`src/verilog/ucdc_pkg.sv`:
```
package ucdc_pkg;
    // =========================================================
    // line state codes
    localparam logic [1:0] LINE_SE0     = 2'h0;
    localparam logic [1:0] LINE_J       = 2'h1;
    localparam logic [1:0] LINE_K       = 2'h2;
    localparam logic [1:0] LINE_SE1     = 2'h3;
    // =========================================================
    // reset values
    localparam logic       RST_SWITCH   = 1'h0;
    localparam logic       RST_PULLUP   = 1'h0;
    localparam logic       RST_DETECT   = 1'h0;
    // =========================================================
    // mode bit pattern order: source, sink, contact, host, aux, pulldown
    localparam int         MODE_BITS    = 6;
    localparam logic [5:0] PAT_CONNECT  = 6'h09;
    localparam logic [5:0] PAT_CHARGER  = 6'h30;
    localparam logic [5:0] PAT_ENHANCED = 6'h34;
    localparam logic [5:0] PAT_USB      = 6'h00;
    localparam logic [5:0] PAT_CHP_SE0  = 6'h17;
    localparam logic [5:0] PAT_CHP_ATT  = 6'h37;
    localparam logic [5:0] PAT_CHP_USB  = 6'h07;
    // =========================================================
    // mode classification
    typedef enum logic [2:0] {
        UCDC_MODE_USB, UCDC_MODE_CONNECT, UCDC_MODE_CHARGER, UCDC_MODE_ENHANCED,
        UCDC_MODE_CHP_SE0, UCDC_MODE_CHP_ATT, UCDC_MODE_CHP_USB, UCDC_MODE_OTHER
    } ucdc_mode_t;
endpackage

```
`src/verilog/ucdc_sync.sv`:
```
`timescale 1ns/1ps
// two-flop synchroniser for pin levels
module ucdc_sync #(
    parameter int WIDTH = 1
) (
    // clock and reset
    input  wire logic             core_clk,
    input  wire logic             rst_b,
    // data
    input  wire logic [WIDTH-1:0] async_in,
    output logic      [WIDTH-1:0] sync_out
);
    logic [WIDTH-1:0] meta_q;

    // =========================================================
    // synchroniser stages; first stage feeds only the second
    always_ff @(posedge core_clk or negedge rst_b) begin
        if (!rst_b) begin
            meta_q   <= '0;
            sync_out <= '0;
        end else begin
            meta_q   <= async_in;
            sync_out <= meta_q;
        end
    end
endmodule

```
`src/verilog/ucdc_top.sv`:
```
`timescale 1ns/1ps
// Contract
// - detection stays live in low power
// - detect status reported via interrupt events
// - detect output only when line state 00
// - pull-ups off unless chip enabled
// - audio switches follow enables, reset off
// - receivers on in sync, off carkit
module ucdc_top (
    // clock and reset
    input  wire logic       core_clk,
    input  wire logic       rst_b,
    // pins from the analog side
    input  wire logic       chip_enable_pin,
    input  wire logic [1:0] line_state_raw,
    input  wire logic       comparator_raw,
    // mode bits from the register array
    input  wire logic       data_voltage_source_on,
    input  wire logic       data_current_sink_on,
    input  wire logic       contact_sense_on,
    input  wire logic       host_charger_emulate_on,
    input  wire logic       auxiliary_mode_bit,
    input  wire logic       minus_line_pulldown_on,
    // other control bits
    input  wire logic       suspend_active_b,
    input  wire logic       carkit_mode,
    input  wire logic       weak_pullup_on_plus,
    input  wire logic       weak_pullup_on_minus,
    input  wire logic       left_speaker_switch_on,
    input  wire logic       right_speaker_switch_on,
    input  wire logic       microphone_switch_on,
    // status and analog enables
    output logic            data_line_voltage_seen,
    output logic            detect_change_event,
    output logic            detect_block_on,
    output logic [2:0]      mode_class,
    output logic            plus_pullup_drive,
    output logic            minus_pullup_drive,
    output logic            left_audio_pin_switch,
    output logic            right_audio_pin_switch,
    output logic            mic_switch,
    output logic            single_ended_rx_on
);
    // =========================================================
    // synchronised pin levels
    logic [3:0] pins_s;
    logic       cen_s;
    logic [1:0] line_s;
    logic       cmp_s;

    ucdc_sync #(.WIDTH(4)) u_sync (
        .core_clk (core_clk),
        .rst_b    (rst_b),
        .async_in ({chip_enable_pin, line_state_raw, comparator_raw}),
        .sync_out (pins_s)
    );

    assign cen_s  = pins_s[3];
    assign line_s = pins_s[2:1];
    assign cmp_s  = pins_s[0];

    // =========================================================
    // mode pattern decode, feeds the mode_class status only
    function automatic ucdc_pkg::ucdc_mode_t ucdc_classify(input logic [5:0] p);
        if (p == ucdc_pkg::PAT_USB)           ucdc_classify = ucdc_pkg::UCDC_MODE_USB;
        else if (p == ucdc_pkg::PAT_CONNECT)  ucdc_classify = ucdc_pkg::UCDC_MODE_CONNECT;
        else if (p == ucdc_pkg::PAT_CHARGER)  ucdc_classify = ucdc_pkg::UCDC_MODE_CHARGER;
        else if (p == ucdc_pkg::PAT_ENHANCED) ucdc_classify = ucdc_pkg::UCDC_MODE_ENHANCED;
        else if (p == ucdc_pkg::PAT_CHP_SE0)  ucdc_classify = ucdc_pkg::UCDC_MODE_CHP_SE0;
        else if (p == ucdc_pkg::PAT_CHP_ATT)  ucdc_classify = ucdc_pkg::UCDC_MODE_CHP_ATT;
        else if (p == ucdc_pkg::PAT_CHP_USB)  ucdc_classify = ucdc_pkg::UCDC_MODE_CHP_USB;
        else                                  ucdc_classify = ucdc_pkg::UCDC_MODE_OTHER;
    endfunction

    // =========================================================
    // combinational next values
    logic [5:0]           mode_bits;
    ucdc_pkg::ucdc_mode_t mode_now;
    logic                 detect_d;
    logic                 audio_ok;

    assign mode_bits = {data_voltage_source_on, data_current_sink_on, contact_sense_on,
                        host_charger_emulate_on, auxiliary_mode_bit, minus_line_pulldown_on};
    assign mode_now  = ucdc_classify(mode_bits);
    // suspend state is deliberately not a term here: detection runs in low power
    assign detect_d  = cen_s && (line_s == ucdc_pkg::LINE_SE0) && cmp_s;
    // carkit entry blocks audio? no: audio lives in carkit, only chip enable gates it
    assign audio_ok  = cen_s;

    // =========================================================
    // status flops; event pulses on any change of detect, in any mode
    always_ff @(posedge core_clk or negedge rst_b) begin
        if (!rst_b) begin
            data_line_voltage_seen <= ucdc_pkg::RST_DETECT;
            detect_change_event    <= ucdc_pkg::RST_DETECT;
            detect_block_on        <= ucdc_pkg::RST_DETECT;
            mode_class             <= ucdc_pkg::UCDC_MODE_USB;
        end else begin
            data_line_voltage_seen <= detect_d;
            detect_change_event    <= detect_d ^ data_line_voltage_seen;
            detect_block_on        <= cen_s;
            mode_class             <= mode_now;
        end
    end

    // =========================================================
    // pull-ups, audio switches and receivers
    always_ff @(posedge core_clk or negedge rst_b) begin
        if (!rst_b) begin
            plus_pullup_drive      <= ucdc_pkg::RST_PULLUP;
            minus_pullup_drive     <= ucdc_pkg::RST_PULLUP;
            left_audio_pin_switch  <= ucdc_pkg::RST_SWITCH;
            right_audio_pin_switch <= ucdc_pkg::RST_SWITCH;
            mic_switch             <= ucdc_pkg::RST_SWITCH;
            single_ended_rx_on     <= 1'h0;
        end else begin
            plus_pullup_drive      <= cen_s & weak_pullup_on_plus;
            minus_pullup_drive     <= cen_s & weak_pullup_on_minus;
            left_audio_pin_switch  <= audio_ok & left_speaker_switch_on;
            right_audio_pin_switch <= audio_ok & right_speaker_switch_on;
            mic_switch             <= audio_ok & microphone_switch_on;
            single_ended_rx_on     <= ~carkit_mode & suspend_active_b;
        end
    end

    // =========================================================
    // checks
    property p_detect_gate;
        @(posedge core_clk) disable iff (!rst_b)
        data_line_voltage_seen |-> $past(line_s == ucdc_pkg::LINE_SE0) && $past(cen_s);
    endproperty
    a_detect_gate: assert property (p_detect_gate) else $error("detect seen outside se0");

    property p_detect_lowpower;
        @(posedge core_clk) disable iff (!rst_b)
        (!suspend_active_b && cen_s && cmp_s && line_s == ucdc_pkg::LINE_SE0) |=> data_line_voltage_seen;
    endproperty
    a_detect_lowpower: assert property (p_detect_lowpower) else $error("detect lost in low power");

    property p_event;
        @(posedge core_clk) disable iff (!rst_b)
        $changed(data_line_voltage_seen) |-> detect_change_event;
    endproperty
    a_event: assert property (p_event) else $error("no event on detect change");

    property p_pullup_off;
        @(posedge core_clk) disable iff (!rst_b)
        !cen_s |=> !plus_pullup_drive && !minus_pullup_drive;
    endproperty
    a_pullup_off: assert property (p_pullup_off) else $error("pull-up on without chip enable");

    property p_pullup_follow;
        @(posedge core_clk) disable iff (!rst_b)
        cen_s |=> plus_pullup_drive == $past(weak_pullup_on_plus);
    endproperty
    a_pullup_follow: assert property (p_pullup_follow) else $error("plus pull-up not following");

    property p_audio_off;
        @(posedge core_clk) disable iff (!rst_b)
        !cen_s |=> !left_audio_pin_switch && !right_audio_pin_switch && !mic_switch;
    endproperty
    a_audio_off: assert property (p_audio_off) else $error("audio switch on without chip enable");

    property p_audio_follow;
        @(posedge core_clk) disable iff (!rst_b)
        (cen_s && microphone_switch_on) |=> mic_switch;
    endproperty
    a_audio_follow: assert property (p_audio_follow) else $error("mic switch not on");

    property p_rx_carkit;
        @(posedge core_clk) disable iff (!rst_b)
        carkit_mode |=> !single_ended_rx_on;
    endproperty
    a_rx_carkit: assert property (p_rx_carkit) else $error("receivers on in carkit");

    property p_block_on;
        @(posedge core_clk) disable iff (!rst_b)
        !detect_block_on |-> !data_line_voltage_seen;
    endproperty
    a_block_on: assert property (p_block_on) else $error("detect while disabled");

    // event pulses only in the cycle the status level moves
    property p_event_only;
        @(posedge core_clk) disable iff (!rst_b)
        detect_change_event |-> $changed(data_line_voltage_seen);
    endproperty
    a_event_only: assert property (p_event_only) else $error("event without detect change");

    property p_pullup_follow_minus;
        @(posedge core_clk) disable iff (!rst_b)
        cen_s |=> minus_pullup_drive == $past(weak_pullup_on_minus);
    endproperty
    a_pullup_follow_minus: assert property (p_pullup_follow_minus) else $error("minus pull-up not following");

    property p_audio_stereo;
        @(posedge core_clk) disable iff (!rst_b)
        (cen_s && left_speaker_switch_on && right_speaker_switch_on) |=> left_audio_pin_switch && right_audio_pin_switch;
    endproperty
    a_audio_stereo: assert property (p_audio_stereo) else $error("speaker switches not on");

    property p_rx_sync;
        @(posedge core_clk) disable iff (!rst_b)
        (!carkit_mode && suspend_active_b) |=> single_ended_rx_on;
    endproperty
    a_rx_sync: assert property (p_rx_sync) else $error("receivers off in sync mode");

    c_detect:  cover property (@(posedge core_clk) disable iff (!rst_b) $rose(data_line_voltage_seen));
    c_connect: cover property (@(posedge core_clk) disable iff (!rst_b)
                               mode_class == ucdc_pkg::UCDC_MODE_CONNECT);
    c_audio:   cover property (@(posedge core_clk) disable iff (!rst_b) left_audio_pin_switch);
    c_enh:     cover property (@(posedge core_clk) disable iff (!rst_b)
                               mode_class == ucdc_pkg::UCDC_MODE_ENHANCED);
endmodule

```
`config.mk`:
```
export PLATFORM = sky130hd
export DESIGN_NAME = ucdc_top
export DESIGN_NICKNAME = d
export VERILOG_FILES = /design/src/verilog/ucdc_pkg.sv /design/src/verilog/ucdc_sync.sv /design/src/verilog/ucdc_top.sv
export SDC_FILE = /design/constraint.sdc
export NUM_CORES = 1
export LEC_CHECK = 0
export ABC_AREA = 0
export BUFFER_PORTS_ARGS = -buffer_cell sky130_fd_sc_hd__buf_2
export CELL_PAD_IN_SITES_DETAIL_PLACEMENT = 0
export CELL_PAD_IN_SITES_GLOBAL_PLACEMENT = 1
export CORE_MARGIN = 10
export CORE_UTILIZATION = 30
export CTS_CLUSTER_DIAMETER = 30
export DETAILED_ROUTE_END_ITERATION = 8
export PLACE_DENSITY_LB_ADDON = 0.1
export SETUP_SLACK_MARGIN = 0.5
export SKIP_CTS_REPAIR_TIMING = 1
export SYNTH_ARGS = -nofsm -noshare
export SYNTH_HDL_FRONTEND = slang
export SYNTH_HIERARCHICAL = 1
export SYNTH_SLANG_ARGS = --single-unit
```
`constraint.sdc`:
```
create_clock -name core_clk -period 0.89 [get_ports core_clk]
set_input_delay 0.1335 -clock core_clk [delete_from_list [all_inputs] [get_ports core_clk]]
set_output_delay 0.1335 -clock core_clk [all_outputs]
set_load 0.01 [all_outputs]
```
; ---- Word level (Yosys, flattened, before mapping)
; Index checks and enable logic that the tools add are counted.
[totals]
reg_bits = 20
latch_bits = 0
ram_bits = 0
rom_bits = 0
out_inout_bits = 12
wordCells = 37
memories = 0
[op_classes]
add_sub_neg = 0
multipliers = 0
div_mod_pow = 0
magnitude_cmp = 0
eq_ne = 6
n_shift = 0
muxes = 7
bitwise_logic = 8
n_reduce_logical = 4
[op_table]
columns = operator, count
row1 = $eq A6 B6 Y1 const B, 3
row2 = $mux W3, 4
row3 = $and A1 B1 Y1, 6
row4 = $eq A6 B3 Y1 const B, 1
row5 = $eq A6 B4 Y1 const B, 1
row6 = $eq A6 B5 Y1 const B, 1
row7 = $logic_not A6 Y1, 1
row8 = $mux W2, 2
row9 = $logic_and A1 B1 Y1, 2
row10 = $logic_not A2 Y1, 1
row11 = $mux W1, 1
row12 = $not A1 Y1, 1
row13 = $xor A1 B1 Y1, 1

; ---- Logic depth before layout (Yosys ltp)
; Gate-level depths: netlist (run 1).
[depth]
depth_word = 8
mapped_depth = 3
depth_no_buf = 3

; ---- Modules after synthesis
; Netlist (run 1), hierarchy kept.
[by_module_without_submodules]
columns = mod, n_inst, cells_each, area_per_inst_um2, seq_area_each_um2
row1 = ucdc_top, 1, 36, 450.4, 300.3
row2 = ucdc_sync, 1, 8, 200.2, 200.2

; ---- Least setup slack after synthesis (run 1)
; No wires, ideal clock.
[synth_path]
path_kind = input to register
from = input port host_charger_emulate_on
to = register mode_class[1]
t_arrival_ns = 0.751
t_required_ns = 0.764
slack_ns = 0.013
stages = 3
n_path_buf = 0
path_cell_list = or3_4 > and2b_2 > nor3_1
[synth_between]
elab_chain_len = 7
elab_cells_between_ends = 12
[synth_rtl]
columns = element, line
row1 = from (decl), ucdc_top.sv:21  ; input wire logic host_charger_emulate_on,
row2 = $eq A6 B6 Y1, ucdc_top.sv:70  ; else if (p == ucdc_pkg::PAT_CHP_ATT) ucdc_classify = ucdc_pkg::UCDC_MODE_CHP_ATT;
row3 = $mux W2, ucdc_top.sv:70
row4 = $mux W2, ucdc_top.sv:69  ; else if (p == ucdc_pkg::PAT_CHP_SE0) ucdc_classify = ucdc_pkg::UCDC_MODE_CHP_SE0;
row5 = $mux W3, ucdc_top.sv:68  ; else if (p == ucdc_pkg::PAT_ENHANCED) ucdc_classify = ucdc_pkg::UCDC_MODE_ENHANCED;
row6 = $mux W3, ucdc_top.sv:67  ; else if (p == ucdc_pkg::PAT_CHARGER) ucdc_classify = ucdc_pkg::UCDC_MODE_CHARGER;
row7 = $mux W3, ucdc_top.sv:66  ; else if (p == ucdc_pkg::PAT_CONNECT) ucdc_classify = ucdc_pkg::UCDC_MODE_CONNECT;
row8 = $mux W3 *, ucdc_top.sv:65  ; if (p == ucdc_pkg::PAT_USB) ucdc_classify = ucdc_pkg::UCDC_MODE_USB;
row9 = net mode_now[1], ucdc_top.sv:78  ; ucdc_pkg::ucdc_mode_t mode_now;
row10 = to (signal assigned), ucdc_top.sv:97  ; mode_class <= ucdc_pkg::UCDC_MODE_USB;
row11 = to (signal assigned), ucdc_top.sv:102  ; mode_class <= mode_now;
row12 = to (decl), ucdc_top.sv:36  ; output logic [2:0] mode_class,
; Mark *: on every way through the listed nets, which the timed path passes. The rest lies on a longest branch.

; ---- Final worst setup path (run 1)
[layout_path]
from = register data_line_voltage_seen
to = output port data_line_voltage_seen
[layout_lines]
columns = element, line
row1 = from (decl), ucdc_top.sv:33  ; output logic data_line_voltage_seen,
row2 = from (signal assigned), ucdc_top.sv:94  ; data_line_voltage_seen <= ucdc_pkg::RST_DETECT;
row3 = from (signal assigned), ucdc_top.sv:99  ; data_line_voltage_seen <= detect_d;
; No word-level cell between the ends.

==> results.cfg, run 1 <==
[clocking]
clock_latency_ns = 0.29
max-clock-path-buffers = 2
cts_buffers = 3
cts_root_buf = clkbuf_4
path_clk_slew_ns = 0.11
htree_levels = 1
tritoncts = done
cts.sinks = 20

[place]
portBuffers = 30
gp_congestion = 0.696
dp_hpwl_mm = 1.08
pre_cts_ws_ns = -0.131

[logic_synthesis]
syn_area_sq_um = 651
syn_inst = 44
ys_types = 15
avgSynthCellArea_sq_um = 14.8
syn_nets = 63
synthTopCellsByArea = dfrtp_1, and2_1, xor2_1
synth-seq-cells = 20
yosys.area.top_type = dfrtp_1
yosys_warnings = 6
synth_seq_area_share_pct = 76.9
yosys.area.top_type_share_pct = 76.9

[global_routing]
grt_use_total_pct = 6.35
antenna_found_initial = 0
grt-ovfl-total = 0
grt_start_max_net_pins = 21
grt_pass1_vias = 488
grt_pass1_wl_mm = 2.17

[pwr]
total_power_w = 0.00165
p_leak_nw = 0.498
powerDensity_nw_per_um2 = 1680
p_seq_share_pct = 58.2
p_int_w = 0.00130
switching_power_w = 0.000350
sw_frac_of_total_pct = 21.2
irDropWorstVdd_mv = 0.637
power_frac_comb_pct = 11.3
pwr-share-clk_pct = 30.5

[critical_path]
path_cells = buf_2
crit_type = reg2out
cp_data_required_time_ns = 0.76
crit_family = flip-flops
slowest_delay_ns = 0.39
reg2reg_slack_ns = 0.07
cp.arrival_ns = 0.82
slowest_stage = dfrtp_1
worst-path-max-fanout = 2
path_buf_inv = 1
worst_setup_path_end_kind = primary output
crit_path_start_kind = flip-flop

[hold_path]
holdCritPathClass = in2async

[final_layout]
area_delta_synth_final_pct = 51.2
nets = 103
fill_cells = 192
drive_gt1_share_pct = 60.2
antenna_cells = 0

[drt]
ant_nets = 0
drt-initial-drc-count = 11
drt_pass1_iterations = 3
dr_wl_met2_microns = 701
met3_length_microns = 159
viasPerCell = 4.18
top_layer = met4
vias = 460
routed_wl_mm = 1.36
drc_errors = 0
m1WireLength_microns = 472
wl_per_cell_microns = 12.4

[floorplan]
io_pins = 31
num_rows = 16
dieWidth_microns = 66.6
die_area_sq_um = 4430
start_util_pct = 32.5
die_y_microns = 66.6
core_sq_um = 2000

[outcome]
violations = hold timing, setup timing
status = finished, violations left

[sta]
drv_slew = 0
period_needed_ns = 0.953
setup_tns_ns = -0.433
fmax_mhz = 1050
tightest_slew_ns = 0.422
fin_ws_ns = -0.0627
period_share_pct = 107
holdWs_ns = -0.242
slew_headroom_pct = 71.8
rsz0062_at_grt = true
finalHoldViolations = 25
finClkSkew_ns = 0.00616
setup_viol = 12

[job]
max_cap_viol_count = 0
-- through the flow --
stage / hold WS, ns / util [%] / cell area, sq um / cells
6_report: -0.242 / 49.1 / 983 / 110
2_1_floorplan: -0.162 / - / 656 / 44
5_1_grt: -0.237 / 49.1 / 983 / 110
3_5_place_dp: 0.0976 / 43.4 / 870 / 105
3_3_place_gp: 0.0916 / 43.4 / 870 / 105
4_1_cts: -0.239 / 45.3 / 906 / 109
-- cells in the mapped netlist (all sizes together) --
master	instances
nand3	1
xor2	2
and2b	1
nor2b	1
nand2	4
or3	1
nor3b	1
nor3	4
o21bai	1
nor4	1
nor2	1
dfrtp	20
and2	5
a21oi	1
-- cell usage in the layout, fill, tap and decap left out, types with 2 or more instances in the layout --
| master | n |
|---|---|
| buf_6 | 8 |
| dfrtp_1 | 20 |
| clkbuf_4 | 3 |
| nor3_2 | 2 |
| and2_4 | 5 |
| nand2_1 | 4 |
| buf_4 | 2 |
| xor2_1 | 2 |
| buf_2 | 25 |
-- cell families after synthesis --
kind of cell	count (synthesis)	synth area share (%)
and+or+nand+nor	20	18.5
DFF	20	76.9
xor gates and xnor gates	2	2.69
AOI/OAI and AO/OA	2	1.92
-- final cells by class --
type                    instances  area (sq um)  share of cell area, %
well taps                      27          33.8                   3.44
repair buffers                 35           230                   23.4
flip-flops and latches         20           500                   50.9
clock buffers                   4          36.3                   3.69
multi-input cells              24           183                   18.6
-- worst paths after layout --
check                                                 start                          endpoint  cells after the start
max                        data_line_voltage_seen$_DFF_PN0_            data_line_voltage_seen                      1
min                                                   rst_b  data_line_voltage_seen$_DFF_PN0_                      1
max reg2reg                    u_sync/sync_out[3]$_DFF_PN0_     detect_change_event$_DFF_PN0_                      3
min reg2reg                      u_sync/meta_q[2]$_DFF_PN0_      u_sync/sync_out[2]$_DFF_PN0_                      0
max in group asynchronous                             rst_b           mode_class[0]$_DFF_PN0_                      1
min in group core_clk                       chip_enable_pin        u_sync/meta_q[3]$_DFF_PN0_                      1
-- flip-flops by register name, summed over array words and instances (netlist names) --
signal and count:
data_line_voltage_seen 1, u_sync/sync_out 4, plus_pullup_drive 1, minus_pullup_drive 1, mode_class 3, single_ended_rx_on 1
detect_change_event 1, right_audio_pin_switch 1, mic_switch 1, detect_block_on 1, u_sync/meta_q 4, left_audio_pin_switch 1
-- layer usage --
metal	vias up	track usage, %
met4	0	5.50
met1	213	5.74
met2	22	10.7
li1	223	-
met3	2	2.68
met5	-	0
-- power by group through the flow --
| stage | combinational (W) | clock [W] | sequential, W |
|---|---|---|---|
| finish | 0.000188 | 0.000503 | 0.000962 |
| global route | 0.000209 | 0.000582 | 0.000966 |
| global placement | 0.000156 | 0 | 0.000978 |
| floorplan | 0.0000319 | 0 | 0.000994 |
| detailed placement | 0.000156 | 0 | 0.000979 |
| CTS | 0.000157 | 0.000536 | 0.000961 |
Power figures use the tool's default switching activity.
==> inputs of run 2 (changes only) <==
--- a/config.mk
+++ b/config.mk
@@ -14,7 +14,7 @@
 export CTS_CLUSTER_DIAMETER = 30
 export DETAILED_ROUTE_END_ITERATION = 8
 export PLACE_DENSITY_LB_ADDON = 0.1
-export SETUP_SLACK_MARGIN = 0.5
+export SETUP_SLACK_MARGIN = 0.05
 export SKIP_CTS_REPAIR_TIMING = 1
 export SYNTH_ARGS = -nofsm -noshare
 export SYNTH_HDL_FRONTEND = slang
==> run 2 against run 1 <==
Against the previous run:
- worst setup slack better by 0.0038 ns
- final cell count grew 5.5%
- global-route usage is 0.34 points higher
- highest routed layer unchanged
- critical path depth unchanged
- flip-flop and latch count is the same
- total power down 0.72%
- largest cell class unchanged
- sequential share of layout area shrank 0.45 points
- register-to-register slack about the same
- utilization rose by 0.44 points
- the run ends with setup timing left
- non-clock buffer count up 6
==> results.cfg, run 2 (synthesis gave the netlist of run 1 again) <==
[floorplan]
die_area_sq_um = 4430
dieWidth_microns = 66.6
core_sq_um = 2000
num_rows = 16
start_util_pct = 32.5
die_y_microns = 66.6
io_pins = 31

[critical_path]
crit_end = data_line_voltage_seen
cp.arrival_ns = 0.82
worst_setup_path_end_kind = primary output
cp_data_required_time_ns = 0.76
slowest_delay_ns = 0.39
path_cells = buf_2
cp.depth = 1
r2r_start = u_sync/sync_out[2]$_DFF_PN0_
crit_path_start_kind = flip-flop
reg2reg_slack_ns = 0.06
worst-path-max-fanout = 2
r2r_cells = 2
crit_family = flip-flops
worstReg2RegEnd = detect_change_event$_DFF_PN0_
path_buf_inv = 1
critPathLaunch = data_line_voltage_seen$_DFF_PN0_
slowest_stage = dfrtp_1
crit_type = reg2out

[clocking]
tritoncts = done
htree_levels = 1
cts.sinks = 20
cts_buffers = 3
path_clk_slew_ns = 0.10
max-clock-path-buffers = 2
cts_root_buf = clkbuf_4
clock_latency_ns = 0.29

[final_layout]
layout_common_cells = buf_2, dfrtp_1, dlygate4sd3_1
final_common_cell = buf_2
reg.largest.list = u_sync/meta_q x4, u_sync/sync_out x4, mode_class x3
nets = 109
fill_cells = 202
multi_input_area_sq_um = 155
drive_gt1_share_pct = 48.3
area_delta_synth_final_pct = 52.5
antenna_cells = 0
final_core_util_pct = 49.6
fin_area_sq_um = 992
stdcell_count = 116
seqCellArea_sq_um = 500

[sta]
finClkSkew_ns = 0.00298
fin_ws_ns = -0.0589
holdWs_ns = 0.0508
finalHoldViolations = 0
slew_headroom_pct = 71.9
period_share_pct = 107
setup_viol = 12
period_needed_ns = 0.949
drv_slew = 0
tightest_slew_ns = 0.421
fmax_mhz = 1050
rsz0062_at_grt = true

[drt]
viasPerCell = 4.17
ant_nets = 0
wl_per_cell_microns = 11.7
vias = 484
drc_errors = 0
drt-initial-drc-count = 9
routed_wl_mm = 1.36
drt_pass1_iterations = 2

[outcome]
status = finished, violations left
violations = setup timing

[global_routing]
grt-ovfl-total = 0
grt_pass1_vias = 497
antenna_found_initial = 0
grt_use_total_pct = 6.69
grt_start_max_net_pins = 21
grt_pass1_wl_mm = 2.22

[place]
placedInstanceArea_sq_um = 870
dp_cells = 105
gp_congestion = 0.700
portBuffers = 30
dp_hpwl_mm = 1.08
pre_cts_ws_ns = -0.138

[pwr]
p_leak_nw = 0.499
irDropWorstVdd_mv = 0.605
powerDensity_nw_per_um2 = 1650

[hold_path]
holdCritPathClass = in2reg

[job]
max_cap_viol_count = 0
run 2: changes by cell type in the layout (fill, tap and decap cells not counted), sizes merged:
cell,change
dlygate4sd3,+6
run 2: where the power goes:
part | leakage [nW] | switching, W | internal, W | total [W]
clock network | 0.0210 | 0.000249 | 0.000249 | 0.000498
registers | 0.237 | 0.0000119 | 0.000950 | 0.000962
logic | 0.242 | 0.0000805 | 0.000101 | 0.000181
total | 0.499 | 0.000341 | 0.00130 | 0.00164
run 2: stage by stage:
stage / total power [W] / TNS, ns
after floorplan: 0.00103 / 0
after global placement: 0.00113 / -0.280
after detailed placement: 0.00114 / -0.295
after CTS: 0.00166 / -0.742
after global routing: 0.00176 / -1.14
final: 0.00164 / -0.421
run 2: layout make-up:
type | instances | area share, %
Multi-Input combinational cell | 24 | 15.6
Sequential cell | 20 | 50.4
Timing Repair Buffer | 41 | 26.9
Tap cell | 27 | 3.40
Clock buffer | 4 | 3.66
run 2: worst min path at each step:
stage | from | endpoint | slack (ns) | cells past startpoint
after detailed placement | rst_b | data_line_voltage_seen$_DFF_PN0_ | 0.1 | 1
final | microphone_switch_on | mic_switch$_DFF_PN0_ | 0.05 | 2
after CTS | rst_b | data_line_voltage_seen$_DFF_PN0_ | -0.24 | 1
after global routing | microphone_switch_on | mic_switch$_DFF_PN0_ | 0.02 | 2
after global placement | rst_b | data_line_voltage_seen$_DFF_PN0_ | 0.09 | 1
after floorplan | rst_b | data_line_voltage_seen$_DFF_PN0_ | -0.16 | 0
run 2: layer usage:
layer  routed length, microns  part of all wire (%)  up-vias  global-route usage (%)
met1                      485                    36      221                    6.04
met3                      166                    12        4                    2.51
met2                      663                    49       24                    10.9
met4                       44                   3.2        0                    7.07
met5                        0                     0        -                       0
li1                         -                     -      235                       -
==> inputs of run 3 (changes only) <==
--- a/config.mk
+++ b/config.mk
@@ -15,7 +15,6 @@
 export DETAILED_ROUTE_END_ITERATION = 8
 export PLACE_DENSITY_LB_ADDON = 0.1
 export SETUP_SLACK_MARGIN = 0.05
-export SKIP_CTS_REPAIR_TIMING = 1
 export SYNTH_ARGS = -nofsm -noshare
 export SYNTH_HDL_FRONTEND = slang
 export SYNTH_HIERARCHICAL = 1
==> run 3 against run 2 <==
Against the previous run:
- utilization grew 0.31 points
- maximum frequency shrank 0.18%
- final cell count unchanged
- flip-flop and latch count did not move
- via count did not move
- first-iteration DRC count grew 56%
- largest cell class unchanged
- sequential share of layout area fell by 0.32 points
- worst setup slack worse by 0.0017 ns
- the run still ends with setup timing left
- clock-buffer cell count unchanged
==> results.cfg, run 3 (synthesis gave the netlist of run 1 again) <==
[clocking]
clock_latency_ns = 0.29
max-clock-path-buffers = 2
htree_levels = 1
cts_buffers = 3
path_clk_slew_ns = 0.10
tritoncts = done
cts.sinks = 20
cts_root_buf = clkbuf_4

[outcome]
violations = setup timing
status = finished, violations left

[global_routing]
grt-ovfl-total = 0
antenna_found_initial = 0
grt_use_total_pct = 6.99
grt_start_max_net_pins = 21
grt_pass1_wl_mm = 2.34
grt_pass1_vias = 540

[sta]
fin_ws_ns = -0.0606
holdWs_ns = 0.0505
drv_slew = 0
finClkSkew_ns = 0.00252
finalHoldViolations = 0
tightest_slew_ns = 0.421
fmax_mhz = 1050
setup_viol = 12
slew_headroom_pct = 71.9
period_share_pct = 107
rsz0062_at_grt = true
period_needed_ns = 0.951

[pwr]
p_seq_share_pct = 58.6
p_int_w = 0.00130
total_power_w = 0.00164
p_leak_nw = 0.500
sw_frac_of_total_pct = 20.8
switching_power_w = 0.000342
power_frac_comb_pct = 11.1
pwr-share-clk_pct = 30.3
powerDensity_nw_per_um2 = 1650
irDropWorstVdd_mv = 0.606

[floorplan]
dieWidth_microns = 66.6
die_y_microns = 66.6
num_rows = 16
io_pins = 31
start_util_pct = 32.5
die_area_sq_um = 4430
core_sq_um = 2000

[job]
max_cap_viol_count = 0

[drt]
vias = 484
drt_pass1_iterations = 2
drt-initial-drc-count = 14
viasPerCell = 4.17
routed_wl_mm = 1.37
wl_per_cell_microns = 11.8
drc_errors = 0
ant_nets = 0

[critical_path]
crit_path_start_kind = flip-flop
slowest_delay_ns = 0.40
cp_data_required_time_ns = 0.76
path_cells = buf_6
slowest_stage = dfrtp_1
worst-path-max-fanout = 2
crit_family = flip-flops
crit_type = reg2out
cp.arrival_ns = 0.82
worst_setup_path_end_kind = primary output
path_buf_inv = 1

[final_layout]
nets = 109
area_delta_synth_final_pct = 53.5
antenna_cells = 0
layout_common_cells = buf_2, dfrtp_1, dlygate4sd3_1
reg.largest.list = u_sync/meta_q x4, u_sync/sync_out x4, mode_class x3
drive_gt1_share_pct = 48.3
final_common_cell = buf_2

[place]
gp_congestion = 0.700
dp_hpwl_mm = 1.08
portBuffers = 30
pre_cts_ws_ns = -0.138

[hold_path]
holdCritPathClass = in2reg
## run 3: changes by cell type in the layout (fill, tap and decap cells not counted)
cell	previous run	this run
buf_6	3	4
buf_2	27	26
## run 3: power groups by stage
stage               Clock (W)  Sequential (W)  Combinational [W]
global route         0.000584        0.000968           0.000205
detailed placement          0        0.000979           0.000156
floorplan                   0        0.000994          0.0000319
CTS                  0.000539        0.000961           0.000180
finish               0.000498        0.000962           0.000183
global placement            0        0.000978           0.000156
## run 3: cell type report
cell class,count,area (sq um)
clock buffer,4,36.3
sequential,20,500
timing repair buffer,41,273
multi-input combinational,24,155
tap,27,33.8
fill,200,1000
## run 3: final timing paths
| path | to | start | depth (start not counted) | slack, ns |
|---|---|---|---|---|
| setup / recovery | data_line_voltage_seen | data_line_voltage_seen$_DFF_PN0_ | 1 | -0.06 |
| hold / removal | mic_switch$_DFF_PN0_ | microphone_switch_on | 2 | 0.05 |
| setup reg to reg | detect_change_event$_DFF_PN0_ | u_sync/sync_out[2]$_DFF_PN0_ | 2 | 0.06 |
| hold reg to reg | u_sync/sync_out[0]$_DFF_PN0_ | u_sync/meta_q[0]$_DFF_PN0_ | 0 | 0.36 |
| max in group asynchronous | mode_class[0]$_DFF_PN0_ | rst_b | 2 | 0.30 |
| min in group asynchronous | data_line_voltage_seen$_DFF_PN0_ | rst_b | 2 | 0.29 |
## run 3: what timing repair did
item	4_1_cts	5_1_grt
gates resized for setup	0	4
hold endpoints to repair	25	0
setup endpoints to repair	13	13
hold buffers	6	0
buffers inserted	1	0
## run 3: metrics by stage
step,setup TNS [ns],instances,instance area [sq um],util (%)
2_1_floorplan,0,44,656,-
3_3_place_gp,-0.280,105,870,43.4
3_5_place_dp,-0.295,105,870,43.4
4_1_cts,-0.722,116,973,48.6
5_1_grt,-1.13,116,998,49.9
6_report,-0.425,116,998,49.9
## run 3: layer usage
layer  up-vias  GRT usage [%]  part of all wire (%)
li1        235              -                     -
met1       221           6.12                    36
met2        24           11.8                    48
met3         4           2.51                    12
met4         0           7.07                   3.1
met5         -              0                     0
